--- src/disp_pkg.sv ---
// shared constants, types and helpers of the rgb display timing output
`default_nettype none
package disp_pkg;
  localparam int ADDR_W = 8;
  localparam int PIX_W = 24;
  localparam int TIM_W = 12;
  localparam int POS_W = 14;
  localparam int INT_W = 3;
  localparam logic [ADDR_W-1:0] OFS_CTRL = 8'h00;
  localparam logic [ADDR_W-1:0] OFS_HTIM_A = 8'h04;
  localparam logic [ADDR_W-1:0] OFS_HTIM_B = 8'h08;
  localparam logic [ADDR_W-1:0] OFS_VTIM_A = 8'h0C;
  localparam logic [ADDR_W-1:0] OFS_VTIM_B = 8'h10;
  localparam logic [ADDR_W-1:0] OFS_STATUS = 8'h14;
  localparam logic [ADDR_W-1:0] OFS_INT_STAT = 8'h18;
  localparam logic [ADDR_W-1:0] OFS_INT_MASK = 8'h1C;
  localparam logic [ADDR_W-1:0] OFS_FRAME_CNT = 8'h20;
  localparam int CTRL_EN_BIT = 0;
  localparam int CTRL_DE_HIGH_BIT = 1;
  localparam int CTRL_VS_HIGH_BIT = 2;
  localparam int CTRL_HS_HIGH_BIT = 3;
  localparam int CTRL_FALL_BIT = 4;
  localparam int CTRL_FMT_LSB = 8;
  localparam int FLD_LO_LSB = 0;
  localparam int FLD_HI_LSB = 16;
  localparam int STAT_HPOS_LSB = 0;
  localparam int STAT_VPOS_LSB = 16;
  localparam int STAT_ACTIVE_BIT = 30;
  localparam int STAT_EMPTY_BIT = 31;
  localparam int INT_UNDERRUN_BIT = 0;
  localparam int INT_FRAME_BIT = 1;
  localparam int INT_VBLANK_BIT = 2;
  localparam logic [31:0] CTRL_RST = 32'h0000_000E;
  localparam logic [31:0] HTIM_A_RST = 32'h000A_0500;
  localparam logic [31:0] HTIM_B_RST = 32'h0046_0050;
  localparam logic [31:0] VTIM_A_RST = 32'h0003_0320;
  localparam logic [31:0] VTIM_B_RST = 32'h000A_000A;
  localparam logic [INT_W-1:0] INT_MASK_RST = 3'h0;

  typedef enum logic [1:0] {
    FMT_24 = 2'b00,
    FMT_18 = 2'b01,
    FMT_16 = 2'b10
  } pix_fmt_e;

  typedef enum logic [1:0] {
    SEG_SYNC = 2'b00,
    SEG_BACK = 2'b01,
    SEG_ACTIVE = 2'b10,
    SEG_FRONT = 2'b11
  } seg_e;

  function automatic logic [POS_W-1:0] ext(input logic [TIM_W-1:0] v);
    return {{(POS_W-TIM_W){1'b0}}, v};
  endfunction : ext

  function automatic logic [POS_W-1:0] period_of(input logic [TIM_W-1:0] act,
      input logic [TIM_W-1:0] syncW, input logic [TIM_W-1:0] back,
      input logic [TIM_W-1:0] front);
    return ext(act) + ext(syncW) + ext(back) + ext(front);
  endfunction : period_of

  // sync first, then back porch, active, front porch
  function automatic seg_e seg_of(input logic [POS_W-1:0] pos,
      input logic [TIM_W-1:0] syncW, input logic [TIM_W-1:0] back,
      input logic [TIM_W-1:0] act);
    if (pos < ext(syncW)) return SEG_SYNC;
    if (pos < ext(syncW) + ext(back)) return SEG_BACK;
    if (pos < ext(syncW) + ext(back) + ext(act)) return SEG_ACTIVE;
    return SEG_FRONT;
  endfunction : seg_of

  // narrower panels take the top bits of each component, packed low
  function automatic logic [PIX_W-1:0] colour_convert(input logic [PIX_W-1:0] rgb,
      input logic [1:0] fmt);
    case (fmt)
      FMT_18: return {6'h00, rgb[23:18], rgb[15:10], rgb[7:2]};
      FMT_16: return {8'h00, rgb[23:19], rgb[15:10], rgb[7:3]};
      default: return rgb;
    endcase
  endfunction : colour_convert
endpackage : disp_pkg
`default_nettype wire

--- src/pix_fifo_if.sv ---
// pixel fifo fill and drain signals
`default_nettype none
interface pix_fifo_if;
  import disp_pkg::*;
  logic pushValid;
  logic pushReady;
  logic [PIX_W-1:0] pushData;
  logic popReq;
  logic [PIX_W-1:0] popData;
  logic empty;
  modport store(input pushValid, input pushData, input popReq,
    output pushReady, output popData, output empty);
  modport user(output pushValid, output pushData, output popReq,
    input pushReady, input popData, input empty);
endinterface : pix_fifo_if
`default_nettype wire

--- src/bit_sync.sv ---
// two flip-flop level synchroniser
`default_nettype none
module bit_sync (
  input wire logic clock,
  input wire logic rst_n,
  input wire logic din,
  output logic dout
);
  typedef struct packed {
    logic first;
    logic second;
  } sync_s;
  sync_s state_ff;
  sync_s nxt_state;

  always_comb begin
    nxt_state.first = din;
    nxt_state.second = state_ff.first;
  end

  always_ff @(posedge clock or negedge rst_n) begin
    if (!rst_n) begin
      state_ff <= '0;
    end else begin
      state_ff <= nxt_state;
    end
  end

  assign dout = state_ff.second;
endmodule : bit_sync
`default_nettype wire

--- src/pixel_fifo.sv ---
// pixel fifo in flip-flops, one clock
`default_nettype none
module pixel_fifo
  import disp_pkg::*;
#(
  parameter int DEPTH = 16
) (
  input wire logic clock,
  input wire logic rst_n,
  pix_fifo_if.store port
);
  localparam int AW = $clog2(DEPTH);
  typedef struct packed {
    logic [DEPTH-1:0][PIX_W-1:0] mem;
    logic [AW:0] wrPtr;
    logic [AW:0] rdPtr;
  } fifo_s;
  fifo_s state_ff;
  fifo_s nxt_state;
  logic full;

  assign full = (state_ff.wrPtr[AW] != state_ff.rdPtr[AW])
    && (state_ff.wrPtr[AW-1:0] == state_ff.rdPtr[AW-1:0]);
  assign port.empty = state_ff.wrPtr == state_ff.rdPtr;
  assign port.pushReady = ~full;
  assign port.popData = state_ff.mem[state_ff.rdPtr[AW-1:0]];

  always_comb begin
    nxt_state = state_ff;
    if (port.pushValid && !full) begin
      nxt_state.mem[state_ff.wrPtr[AW-1:0]] = port.pushData;
      nxt_state.wrPtr = state_ff.wrPtr + 1'b1;
    end
    if (port.popReq && !port.empty) begin
      nxt_state.rdPtr = state_ff.rdPtr + 1'b1;
    end
  end

  always_ff @(posedge clock or negedge rst_n) begin
    if (!rst_n) begin
      state_ff <= '0;
    end else begin
      state_ff <= nxt_state;
    end
  end
endmodule : pixel_fifo
`default_nettype wire

--- src/rgb_display_timing_output.sv ---
// rgb display timing output: apb registers, raster timing, pixel launch
// Function
// one whole rgb pixel leaves in parallel per active pixel clock
// output width selectable as 24, 18 or 16 bits per pixel
// each active pixel edge pops the fifo, converts format, drives the bus
// horizontal timing in pixel clocks, vertical timing in lines, all programmable
// vertical sync marks the start of every frame
// horizontal sync marks the start of every line
// data enable only on cycles carrying active pixels, off in blanking
// 24-bit colour bus plus an output pixel clock for sampling
// only pixel clock, syncs, enable and colour are driven here
// these outputs feed the serial host parallel input when routed
// enable, vsync, hsync polarity and launch edge set independently
// any pixel to bus clock ratio via the fifo; underrun is an error; the bus clock samples the pixel clock, which must stay under half of it
// one common clock for registers and pixel source
// partner input clock runs at pixel clock rate in pass-through
// frame lasts vertical period times horizontal period pixel clocks
// partner lane bit clock must exceed pixel clock times bpp over lanes
// line and frame order: sync, back porch, active, front porch
// periods are sums of active, sync, back and front porch
//
// The implementer's own choices: the address map and the APB register port.
`default_nettype none
module rgb_display_timing_output
  import disp_pkg::*;
#(
  parameter int FIFO_DEPTH = 16
) (
  input wire logic clock,
  input wire logic rst_n,
  input wire logic psel,
  input wire logic penable,
  input wire logic pwrite,
  input wire logic [ADDR_W-1:0] paddr,
  input wire logic [31:0] pwdata,
  output logic [31:0] prdata,
  output logic pready,
  output logic pslverr,
  input wire logic pixelValid,
  input wire logic [PIX_W-1:0] pixelData,
  output logic pixelReady,
  input wire logic pixelClockIn,
  output logic panelPixelClockOut,
  output logic vsyncOut,
  output logic hsyncOut,
  output logic dataEnableOut,
  output logic [PIX_W-1:0] colourDataBus,
  output logic irq
);
  typedef struct packed {
    logic [31:0] ctrl;
    logic [31:0] hTimA;
    logic [31:0] hTimB;
    logic [31:0] vTimA;
    logic [31:0] vTimB;
    logic [INT_W-1:0] intStat;
    logic [INT_W-1:0] intMask;
    logic [31:0] frameCnt;
    logic [31:0] rdData;
    logic slvErr;
    logic clkPrev;
    logic [POS_W-1:0] hPos;
    logic [POS_W-1:0] vPos;
    logic vsyncPhys;
    logic hsyncPhys;
    logic dePhys;
    logic [PIX_W-1:0] colour;
  } top_s;

  top_s state_ff;
  top_s nxt_state;

  pix_fifo_if fifoIf ();

  logic pixSync;
  logic riseTick;
  logic fallTick;
  logic tick;
  logic enabled;
  logic setupPhase;
  logic wrAccess;
  logic [TIM_W-1:0] hWidth;
  logic [TIM_W-1:0] hSyncW;
  logic [TIM_W-1:0] hBack;
  logic [TIM_W-1:0] hFront;
  logic [TIM_W-1:0] vHeight;
  logic [TIM_W-1:0] vSyncW;
  logic [TIM_W-1:0] vBack;
  logic [TIM_W-1:0] vFront;
  logic [POS_W-1:0] hPeriod;
  logic [POS_W-1:0] vPeriod;
  seg_e hSeg;
  seg_e vSeg;
  logic activePix;
  logic underrun;
  logic frameStart;
  logic vblankStart;
  logic [INT_W-1:0] events;

  // pixel clock arrives from another domain: two flops before any use
  bit_sync pixClkSync (
    .clock(clock),
    .rst_n(rst_n),
    .din(pixelClockIn),
    .dout(pixSync)
  );

  pixel_fifo #(
    .DEPTH(FIFO_DEPTH)
  ) pixFifo (
    .clock(clock),
    .rst_n(rst_n),
    .port(fifoIf.store)
  );

  // the pixel source shares the register clock, so no crossing here
  assign fifoIf.pushValid = pixelValid;
  assign fifoIf.pushData = pixelData;
  assign pixelReady = fifoIf.pushReady;

  // field decode of the timing registers
  assign hWidth = state_ff.hTimA[FLD_LO_LSB +: TIM_W];
  assign hSyncW = state_ff.hTimA[FLD_HI_LSB +: TIM_W];
  assign hBack = state_ff.hTimB[FLD_LO_LSB +: TIM_W];
  assign hFront = state_ff.hTimB[FLD_HI_LSB +: TIM_W];
  assign vHeight = state_ff.vTimA[FLD_LO_LSB +: TIM_W];
  assign vSyncW = state_ff.vTimA[FLD_HI_LSB +: TIM_W];
  assign vBack = state_ff.vTimB[FLD_LO_LSB +: TIM_W];
  assign vFront = state_ff.vTimB[FLD_HI_LSB +: TIM_W];
  assign hPeriod = period_of(hWidth, hSyncW, hBack, hFront);
  assign vPeriod = period_of(vHeight, vSyncW, vBack, vFront);

  // launch edge choice; the edge detector reads only the synced copy
  assign riseTick = pixSync & ~state_ff.clkPrev;
  assign fallTick = ~pixSync & state_ff.clkPrev;
  assign tick = state_ff.ctrl[CTRL_FALL_BIT] ? fallTick : riseTick;

  // a zero period would wrap on every tick and hold the position at zero, so it counts as disabled
  assign enabled = state_ff.ctrl[CTRL_EN_BIT] && (hPeriod != '0) && (vPeriod != '0);

  assign hSeg = seg_of(state_ff.hPos, hSyncW, hBack, hWidth);
  assign vSeg = seg_of(state_ff.vPos, vSyncW, vBack, vHeight);
  assign activePix = (hSeg == SEG_ACTIVE) && (vSeg == SEG_ACTIVE);

  assign fifoIf.popReq = tick & enabled & activePix & ~fifoIf.empty;
  assign underrun = tick & enabled & activePix & fifoIf.empty;
  assign frameStart = tick & enabled & (state_ff.hPos == '0) & (state_ff.vPos == '0);
  assign vblankStart = tick & enabled & (state_ff.hPos == '0)
    & (state_ff.vPos == ext(vSyncW) + ext(vBack) + ext(vHeight));

  always_comb begin
    events = '0;
    events[INT_UNDERRUN_BIT] = underrun;
    events[INT_FRAME_BIT] = frameStart;
    events[INT_VBLANK_BIT] = vblankStart;
  end

  // zero wait states: the access phase always ends on its first cycle
  assign setupPhase = psel & ~penable;
  assign wrAccess = psel & penable & pwrite & pready;
  assign pready = 1'b1;

  always_comb begin
    nxt_state = state_ff;
    nxt_state.clkPrev = pixSync;

    // read data and error are captured in the setup cycle
    if (setupPhase) begin
      nxt_state.rdData = '0;
      nxt_state.slvErr = 1'b0;
      case (paddr)
        OFS_CTRL: nxt_state.rdData = state_ff.ctrl;
        OFS_HTIM_A: nxt_state.rdData = state_ff.hTimA;
        OFS_HTIM_B: nxt_state.rdData = state_ff.hTimB;
        OFS_VTIM_A: nxt_state.rdData = state_ff.vTimA;
        OFS_VTIM_B: nxt_state.rdData = state_ff.vTimB;
        OFS_STATUS: begin
          nxt_state.rdData[STAT_HPOS_LSB +: POS_W] = state_ff.hPos;
          nxt_state.rdData[STAT_VPOS_LSB +: POS_W] = state_ff.vPos;
          nxt_state.rdData[STAT_ACTIVE_BIT] = enabled & activePix;
          nxt_state.rdData[STAT_EMPTY_BIT] = fifoIf.empty;
        end
        OFS_INT_STAT: nxt_state.rdData[INT_W-1:0] = state_ff.intStat;
        OFS_INT_MASK: nxt_state.rdData[INT_W-1:0] = state_ff.intMask;
        OFS_FRAME_CNT: nxt_state.rdData = state_ff.frameCnt;
        default: nxt_state.slvErr = 1'b1;
      endcase
    end

    if (wrAccess) begin
      case (paddr)
        OFS_CTRL: nxt_state.ctrl = pwdata;
        OFS_HTIM_A: nxt_state.hTimA = pwdata;
        OFS_HTIM_B: nxt_state.hTimB = pwdata;
        OFS_VTIM_A: nxt_state.vTimA = pwdata;
        OFS_VTIM_B: nxt_state.vTimB = pwdata;
        OFS_INT_MASK: nxt_state.intMask = pwdata[INT_W-1:0];
        default: ;
      endcase
    end

    // write one to clear; a new event in the same cycle stays set
    if (wrAccess && paddr == OFS_INT_STAT) begin
      nxt_state.intStat = state_ff.intStat & ~pwdata[INT_W-1:0];
    end
    nxt_state.intStat = nxt_state.intStat | events;

    if (frameStart) begin
      nxt_state.frameCnt = state_ff.frameCnt + 32'h0000_0001;
    end

    if (!enabled) begin
      // restart from the top of the frame; syncs, enable and colour idle
      nxt_state.hPos = '0;
      nxt_state.vPos = '0;
      // idle levels take a polarity written this cycle, so no stale active level at enable
      nxt_state.vsyncPhys = 1'b0 ~^ nxt_state.ctrl[CTRL_VS_HIGH_BIT];
      nxt_state.hsyncPhys = 1'b0 ~^ nxt_state.ctrl[CTRL_HS_HIGH_BIT];
      nxt_state.dePhys = 1'b0 ~^ nxt_state.ctrl[CTRL_DE_HIGH_BIT];
      nxt_state.colour = '0;
    end else if (tick) begin
      // one pixel clock: emit the current position, then step on
      nxt_state.vsyncPhys = (vSeg == SEG_SYNC) ~^ state_ff.ctrl[CTRL_VS_HIGH_BIT];
      nxt_state.hsyncPhys = (hSeg == SEG_SYNC) ~^ state_ff.ctrl[CTRL_HS_HIGH_BIT];
      nxt_state.dePhys = activePix ~^ state_ff.ctrl[CTRL_DE_HIGH_BIT];
      if (activePix) begin
        // an underrun shows black rather than stale data
        nxt_state.colour = fifoIf.empty ? '0 :
          colour_convert(fifoIf.popData, state_ff.ctrl[CTRL_FMT_LSB +: 2]);
      end else begin
        nxt_state.colour = '0;
      end
      if (state_ff.hPos + 1'b1 >= hPeriod) begin
        nxt_state.hPos = '0;
        if (state_ff.vPos + 1'b1 >= vPeriod) begin
          nxt_state.vPos = '0;
        end else begin
          nxt_state.vPos = state_ff.vPos + 1'b1;
        end
      end else begin
        nxt_state.hPos = state_ff.hPos + 1'b1;
      end
    end
  end

  always_ff @(posedge clock or negedge rst_n) begin
    if (!rst_n) begin
      state_ff <= '0;
      state_ff.ctrl <= CTRL_RST;
      state_ff.hTimA <= HTIM_A_RST;
      state_ff.hTimB <= HTIM_B_RST;
      state_ff.vTimA <= VTIM_A_RST;
      state_ff.vTimB <= VTIM_B_RST;
      state_ff.intMask <= INT_MASK_RST;
    end else begin
      state_ff <= nxt_state;
    end
  end

  // the output clock follows the sampled clock, data change with the launch edge
  assign panelPixelClockOut = state_ff.clkPrev;
  assign vsyncOut = state_ff.vsyncPhys;
  assign hsyncOut = state_ff.hsyncPhys;
  assign dataEnableOut = state_ff.dePhys;
  assign colourDataBus = state_ff.colour;
  assign prdata = state_ff.rdData;
  assign pslverr = state_ff.slvErr;
  assign irq = |(state_ff.intStat & state_ff.intMask);
endmodule : rgb_display_timing_output
`default_nettype wire

--- config.mk ---
export PLATFORM = sky130hd
export DESIGN_NAME = rgb_display_timing_output
export DESIGN_NICKNAME = d
export VERILOG_FILES = /design/src/disp_pkg.sv /design/src/pix_fifo_if.sv /design/src/bit_sync.sv /design/src/pixel_fifo.sv /design/src/rgb_display_timing_output.sv
export SDC_FILE = /design/constraint.sdc
export NUM_CORES = 1
export LEC_CHECK = 0
export CAP_MARGIN = 20
export CORE_MARGIN = 2
export CORE_UTILIZATION = 57
export CTS_CLUSTER_SIZE = 30
export DETAILED_ROUTE_END_ITERATION = 8
export DONT_BUFFER_PORTS = 1
export PLACE_DENSITY = 0.75
export SLEW_MARGIN = 40
export SYNTH_ARGS = -nofsm -noshare
export SYNTH_HDL_FRONTEND = slang
export SYNTH_SLANG_ARGS = --single-unit
--- constraint.sdc ---
create_clock -name clock -period 5.2 [get_ports clock]
set_input_delay 0.26 -clock clock [delete_from_list [all_inputs] [get_ports clock]]
set_output_delay 0.26 -clock clock [all_outputs]
set_load 0.1 [all_outputs]
; ---- After elaboration in Yosys (flattened, before gate mapping)
; Cells that the tools add are included.
[totals]
ff_bits = 683
input_bits = 71
output_inout_bits = 64
[op_classes]
n_addsub = 15
n_lt_le_gt_ge = 11
eq_ne = 18
n_mux = 50
bitwise = 28
reduce_logical = 26
[ops]
columns = operator, n
row1 = bitwise mux 384 bit, 1
row2 = 2-to-1 mux 132 bit, 1
row3 = 2-to-1 mux 32 bit, 4
row4 = one-hot mux 16 bit (7 select lines), 1
row5 = 2-to-1 mux 55 bit, 2
row6 = binary-select mux 24 bit (select 4 bit), 1
row7 = demux 24 bit (select 4 bit), 1
row8 = 2-to-1 mux 24 bit, 4
row9 = one-hot mux 11 bit (7 select lines), 1
row10 = adder 13 x 12 -> 14 bit, 4
row11 = < comparator 14 bit, 4
row12 = adder 12 x 12 -> 13 bit, 4
row13 = one-hot mux 24 bit (2 select lines), 1
row14 = 2-to-1 mux 14 bit, 3
row15 = adder 32 x 1 -> 32 bit (second input constant), 1
row16 = == test 8 x 5 -> 1 bit (second input constant), 4
row17 = adder 14 x 1 -> 14 bit (second input constant), 2
row18 = adder 14 x 12 -> 14 bit, 2
row19 = greater-or-equal comparator 14 bit, 2
row20 = logical NOT 14 bit, 2
row21 = < comparator 14 x 12 -> 1 bit, 2
row22 = nonzero test 14 bit, 2
row23 = one-hot mux 3 bit (9 select lines), 1
row24 = 2-to-1 mux 2 bit, 12
row25 = 31 further kinds, 86

; ---- Depth between registers and ports, before layout
[logic_depth]
ltp_word = 14
depth_mapped = 29
mapped_depth_nobuf = 28

; ---- Modules after synthesis
; Synthesis repeated with hierarchy kept, for this count alone.
[unflattened]
hier_cells = 3189
area_unflattened_um2 = 39212.6
[by_module_without_submodules]
columns = module, instances, cells_per_inst, area_each_um2, seq_area_each_um2
row1 = rgb_display_timing_output, 1, 1966, 20310.7, 7208.2
row2 = pixel_fifo, 1, 1221, 18851.8, 9859.5
row3 = bit_sync, 1, 2, 50.0, 50.0

; ---- Worst setup path before layout
; Ideal clock, no wire load.
[synth_path]
path_type = reg-to-reg
start = register state_ff[175] in the netlist's numbering
end = register pixFifo.state_ff[1] in the netlist's numbering
setup_time_ps = 125
arrival_time_ps = 5417
required_ps = 5075
setup_slack_ps = -342
stages_incl_launch_ff = 28
n_path_buf = 0
path_cell_list = dfstp_2 -> ha_1 -> inv_1 -> fa_1 -> inv_1 -> a21oi_1 -> o21bai_1 -> a21o_1 -> a21o_1 -> a21o_1 -> a21o_1 -> xor2_1 -> ha_1 -> a21o_1 -> a211o_1 -> a31o_2 -> a21oi_1 -> xor2_1 -> ha_1 -> a21oi_1 -> nor2b_1 -> o21ai_0 -> o211ai_1 -> nor4_1 -> and3_1 -> nand2_1 -> nor4_4 -> mux2_4
[synth_between]
elab_chain_cells = 14
[synth_rtl]
columns = item, line_no
row1 = start: declaration, rgb_display_timing_output.sv:70  ; top_s state_ff;
row2 = start signal: assignment, rgb_display_timing_output.sv:256  ; state_ff <= nxt_state;
row3 = adder 12 x 12 -> 13 bit, "disp_pkg.sv:68, disp_pkg.sv:69"
row4 = adder 13 x 12 -> 14 bit, disp_pkg.sv:69  ; if (pos < ext(syncW) + ext(back) + ext(act)) return SEG_ACTIVE;
row5 = < comparator 14 bit, disp_pkg.sv:69
row6 = 2-to-1 mux 1 bit (2 in series), disp_pkg.sv:69
row7 = 2-to-1 mux 1 bit, disp_pkg.sv:68  ; if (pos < ext(syncW) + ext(back)) return SEG_BACK;
row8 = 2-to-1 mux 2 bit, disp_pkg.sv:70  ; return SEG_FRONT;
row9 = 2-to-1 mux 2 bit, disp_pkg.sv:69
row10 = 2-to-1 mux 2 bit, disp_pkg.sv:68
row11 = == test 2 bit, rgb_display_timing_output.sv:143  ; assign activePix = (hSeg == SEG_ACTIVE) && (vSeg == SEG_ACTIVE);
row12 = logical AND 1 bit, rgb_display_timing_output.sv:143
row13 = AND 1 bit (*) (2 in series), rgb_display_timing_output.sv:145  ; assign fifoIf.popReq = tick & enabled & activePix & ~fifoIf.empty;
row14 = logical AND 1 bit (*), pixel_fifo.sv:34  ; if (port.popReq && !port.empty) begin
row15 = end signal: assignment, pixel_fifo.sv:43  ; state_ff <= nxt_state;
row16 = end: declaration, pixel_fifo.sv:18  ; fifo_s state_ff;
; Mark *: on every way between the ends. The rest lies on a longest branch, timed or not. The select of a mux whose other input is x is not followed.
; A chain may end at the register's enable or synchronous reset.

; ---- Final worst setup path
[layout_path]
start = register state_ff (netlist bit hSyncW[1])
end = register pixFifo.state_ff[2] in the netlist's numbering
; The elaborated chain is that of the path after synthesis.

==> impl_metrics.yaml <==
floorplanning:
  die_h_um: 262
  fp.dieW_um: 262
  rows: 94
  die_area_sq_um: 68800
  core_area_sq_um: 65900
  pin_count: 135
  start_util_pct: 57.7
worst_setup_path:
  reg2regPathDepth: 28
  endpoint_kind: "flip-flop"
  cp_max_fo: 5
  path_buf_inv: 4
  cp.arrival_ns: 6.14
  cp_top_family: "compound AO/OA/AOI/OAI gates"
  cp_slowest_cell: "dfstp_2"
  worstSetupPathType: "flip-flop to flip-flop"
  crit_cells: 28
  reg2reg_setup_slack_ns: -0.39
  reg2reg_to: "pixFifo.state_ff[2]$_DFFE_PN0P_"
  crit_start: "hSyncW[1]$_DFFE_PN1P_"
  critPathLaunchType: "flip-flop"
  slowest_delay_ns: 0.55
  required_ns: 5.76
  cp-endpoint: "pixFifo.state_ff[2]$_DFFE_PN0P_"
  r2r-start: "hSyncW[1]$_DFFE_PN1P_"
grt:
  grt_pass1_wl_um: 169000
  grt_max_degree: 684
  overflow: 0
  antenna_found_initial: 3
  gr-usage-all-layers_pct: 31.6
  grt_pass1_vias: 29100
detailed_routing:
  route.detailed.drc: 0
  drt_iter0_markers: 2733
  ant_nets: 0
  vias: 27600
  via_per_inst: 6.52
  wl_um: 110000
  wl_per_cell_um: 26.0
  drtPass1Iterations: 8
synth:
  yosysSeqAreaShare_pct: 45.0
  synth_seq_cells: 683
  ys_types: 77
  synth-edff-count: 0
  synthFlopType: "dfrtp_1"
  yosysTopAreaCell: "dfrtp_1"
  synth.avg_cell_area_sq_um: 11.9
  yosysTopAreaCellShare_pct: 43.6
  synth_nets: 3506
  netlist_area_sq_um: 38000
  netlist_instances: 3194
  synthArstFlopShare_pct: 100
  synth.area.top_cells: "dfrtp_1, mux2_2, ha_1"
  ys_warn_count: 0
power:
  leakagePower_nw: 19.8
  p_per_area_nw_per_um2: 380
  peakVddDrop_mv: 0.372
timing:
  worst_pin_slew_ns: 0.909
  max_slew_margin_pct: 39.4
  finalHoldViolations: 0
  finalCritPeriodShare_pct: 107
  holdWs_ns: 0.0539
  setup_viol: 32
  fin_ws_ns: -0.386
  min_period_ns: 5.59
  rsz0062_at_grt: "true"
  drv_slew: 0
  fmax_mhz: 179
  skew_ns: 0.0531
cells_and_area:
  fill_cells: 4750
  layout_commonest_cell: "dfrtp_1"
  drive_above_1_share_pct: 33.7
  fin_cells: 4235
  final_cell_mix: "dfrtp_1, mux2_2, buf_4"
  nets: 3622
  final_core_util_pct: 65.8
  area_growth_pct: 13.9
place:
  gp_congestion: 0.985
  dpl.hpwl_um: 75200
  dp_worst_setup_slack_ns: -0.794
  dpl.cell_count: 4015
  port_buffers: 0
run:
  drv_cap: 0
clock_network:
  cts_sinks: 683
  path_clk_slew_ns: 0.06
  clk-insertion-delay-late_ns: 0.66
  cts_root_buf: "clkbuf_16"
  clockBufferDepth: 3
  numCtsBuffers: 73
  htreeDepth: 3
  cts_tree: "built"
status:
  status: "finished with violations"
  violations: "negative setup slack"
worst_hold_path:
  hp-class: "primary input to flip-flop"
-- flip-flops by register name, indices dropped and copies added (netlist names) --
register and cells:
hSyncW 12, pslverr 1, pixClkSync.nxt_state 1, panelPixelClockOut 1, dataEnableOut 1, hsyncOut 1
vsyncOut 1, prdata 32, hWidth 12, pixClkSync.dout 1, hFront 12, colourDataBus 24
pixFifo.state_ff 394, hBack 12, state_ff 178
-- synthesized netlist by cell type (all sizes together), types with 7 or more instances --
| cell | n |
|---|---|
| xnor2 | 57 |
| xor2 | 60 |
| buf | 112 |
| a22o | 13 |
| nor4 | 25 |
| nand2b | 19 |
| o2111ai | 8 |
| mux4 | 48 |
| inv | 117 |
| o21ai | 119 |
| nand4 | 25 |
| or2 | 13 |
| and2 | 11 |
| a211oi | 14 |
| dfrtp | 662 |
| mux2 | 576 |
| clkbuf | 134 |
| a31oi | 23 |
| and3 | 13 |
| dfstp | 21 |
| a222oi | 59 |
| nand3 | 48 |
| a211o | 9 |
| and4 | 7 |
| a21o | 36 |
| a221oi | 37 |
| o221ai | 12 |
| nor3 | 50 |
| fa | 52 |
| nor2b | 22 |
| a32o | 14 |
| o21a | 10 |
| ha | 189 |
| nor2 | 84 |
| mux2i | 74 |
| a21oi | 149 |
| nand2 | 171 |
| o21bai | 8 |
| a22oi | 26 |
-- worst min-delay path, stage by stage --
cell	delay [ns]
nand2_1	0.05
a31oi_1	0.10
nor2_1	0.10
a21oi_1	0.06
a21oi_2	0.09
-- per-layer routing --
metal	GRT usage [%]	vias to the layer above	routed length, um
li1	-	11900	-
met1	39.0	14200	41600
met2	52.5	1188	53400
met3	5.35	336	7830
met4	18.8	0	7110
met5	0	-	0
-- where the power goes --
| part | internal [mW] | switching (mW) | total (mW) |
|---|---|---|---|
| combinational | 2.00 | 1.52 | 3.52 |
| sequential | 6.84 | 0.840 | 7.67 |
| clock | 2.99 | 2.29 | 5.28 |
| total | 11.8 | 4.65 | 16.5 |
-- per-stage QoR --
step / total power [mW] / cell area (sq um) / setup TNS, ns
4_1_cts: 16.4 / 42900 / -6.72
2_1_floorplan: 10.0 / 38100 / -1.01
6_report: 16.5 / 43300 / -7.41
3_5_place_dp: 11.0 / 39700 / -21.10
3_3_place_gp: 10.6 / 39600 / -19.99
5_1_grt: 17.2 / 43300 / -19.43
-- logic make-up (layout without fill, tap and decap cells) --
family                   after synthesis  after routing  synth area share [%]
AND/OR/NAND/NOR                      504            504                  6.47
AO/OA/AOI/OAI                        587            587                  10.7
adder cells (fa/ha/maj)              241            241                  8.96
flip-flops                           683            683                  45.0
buffers and inverters                363            536                  4.30
multiplexers                         698            698                  21.9
other                                  1              5               0.00986
XOR/XNOR                             117            117                  2.69
-- how the worst min path moves through the flow --
stage,from,to,slack [ns],cells past startpoint
CTS,rst_n,hBack[11]$_DFFE_PN0P_,-0.65,0
global route,rst_n,hBack[10]$_DFFE_PN0P_,0.10,1
finish,paddr[3],prdata[30]$_DFFE_PN0P_,0.05,5
floorplan,rst_n,colourDataBus[0]$_DFFE_PN0P_,-0.04,0
detailed placement,rst_n,hBack[10]$_DFFE_PN0P_,0.02,0
global placement,rst_n,hBack[11]$_DFFE_PN0P_,0.02,0
-- final cells by class --
type | count | area [sq um] | share of cell area [%]
multi-input combinational | 2148 | 19600 | 45.3
sequential | 683 | 17200 | 39.7
timing repair buffer | 287 | 2510 | 5.80
clock buffer | 107 | 2140 | 4.93
tap | 864 | 1080 | 2.50
inverter | 117 | 439 | 1.01
clock inverter | 25 | 313 | 0.722
antenna | 4 | 10.0 | 0.0231
-- repair_timing --
action / 4_1_cts / 5_1_grt
hold buffers: 59 / 1
pin swaps: 34 / 13
cloned: 3 / 1
setup endpoints to repair: 47 / 62
endpoints found under the hold margin: 1240 / 117
resized for setup: 41 / 28
buffers inserted: 13 / 2
(Power assumes the default switching activity.)
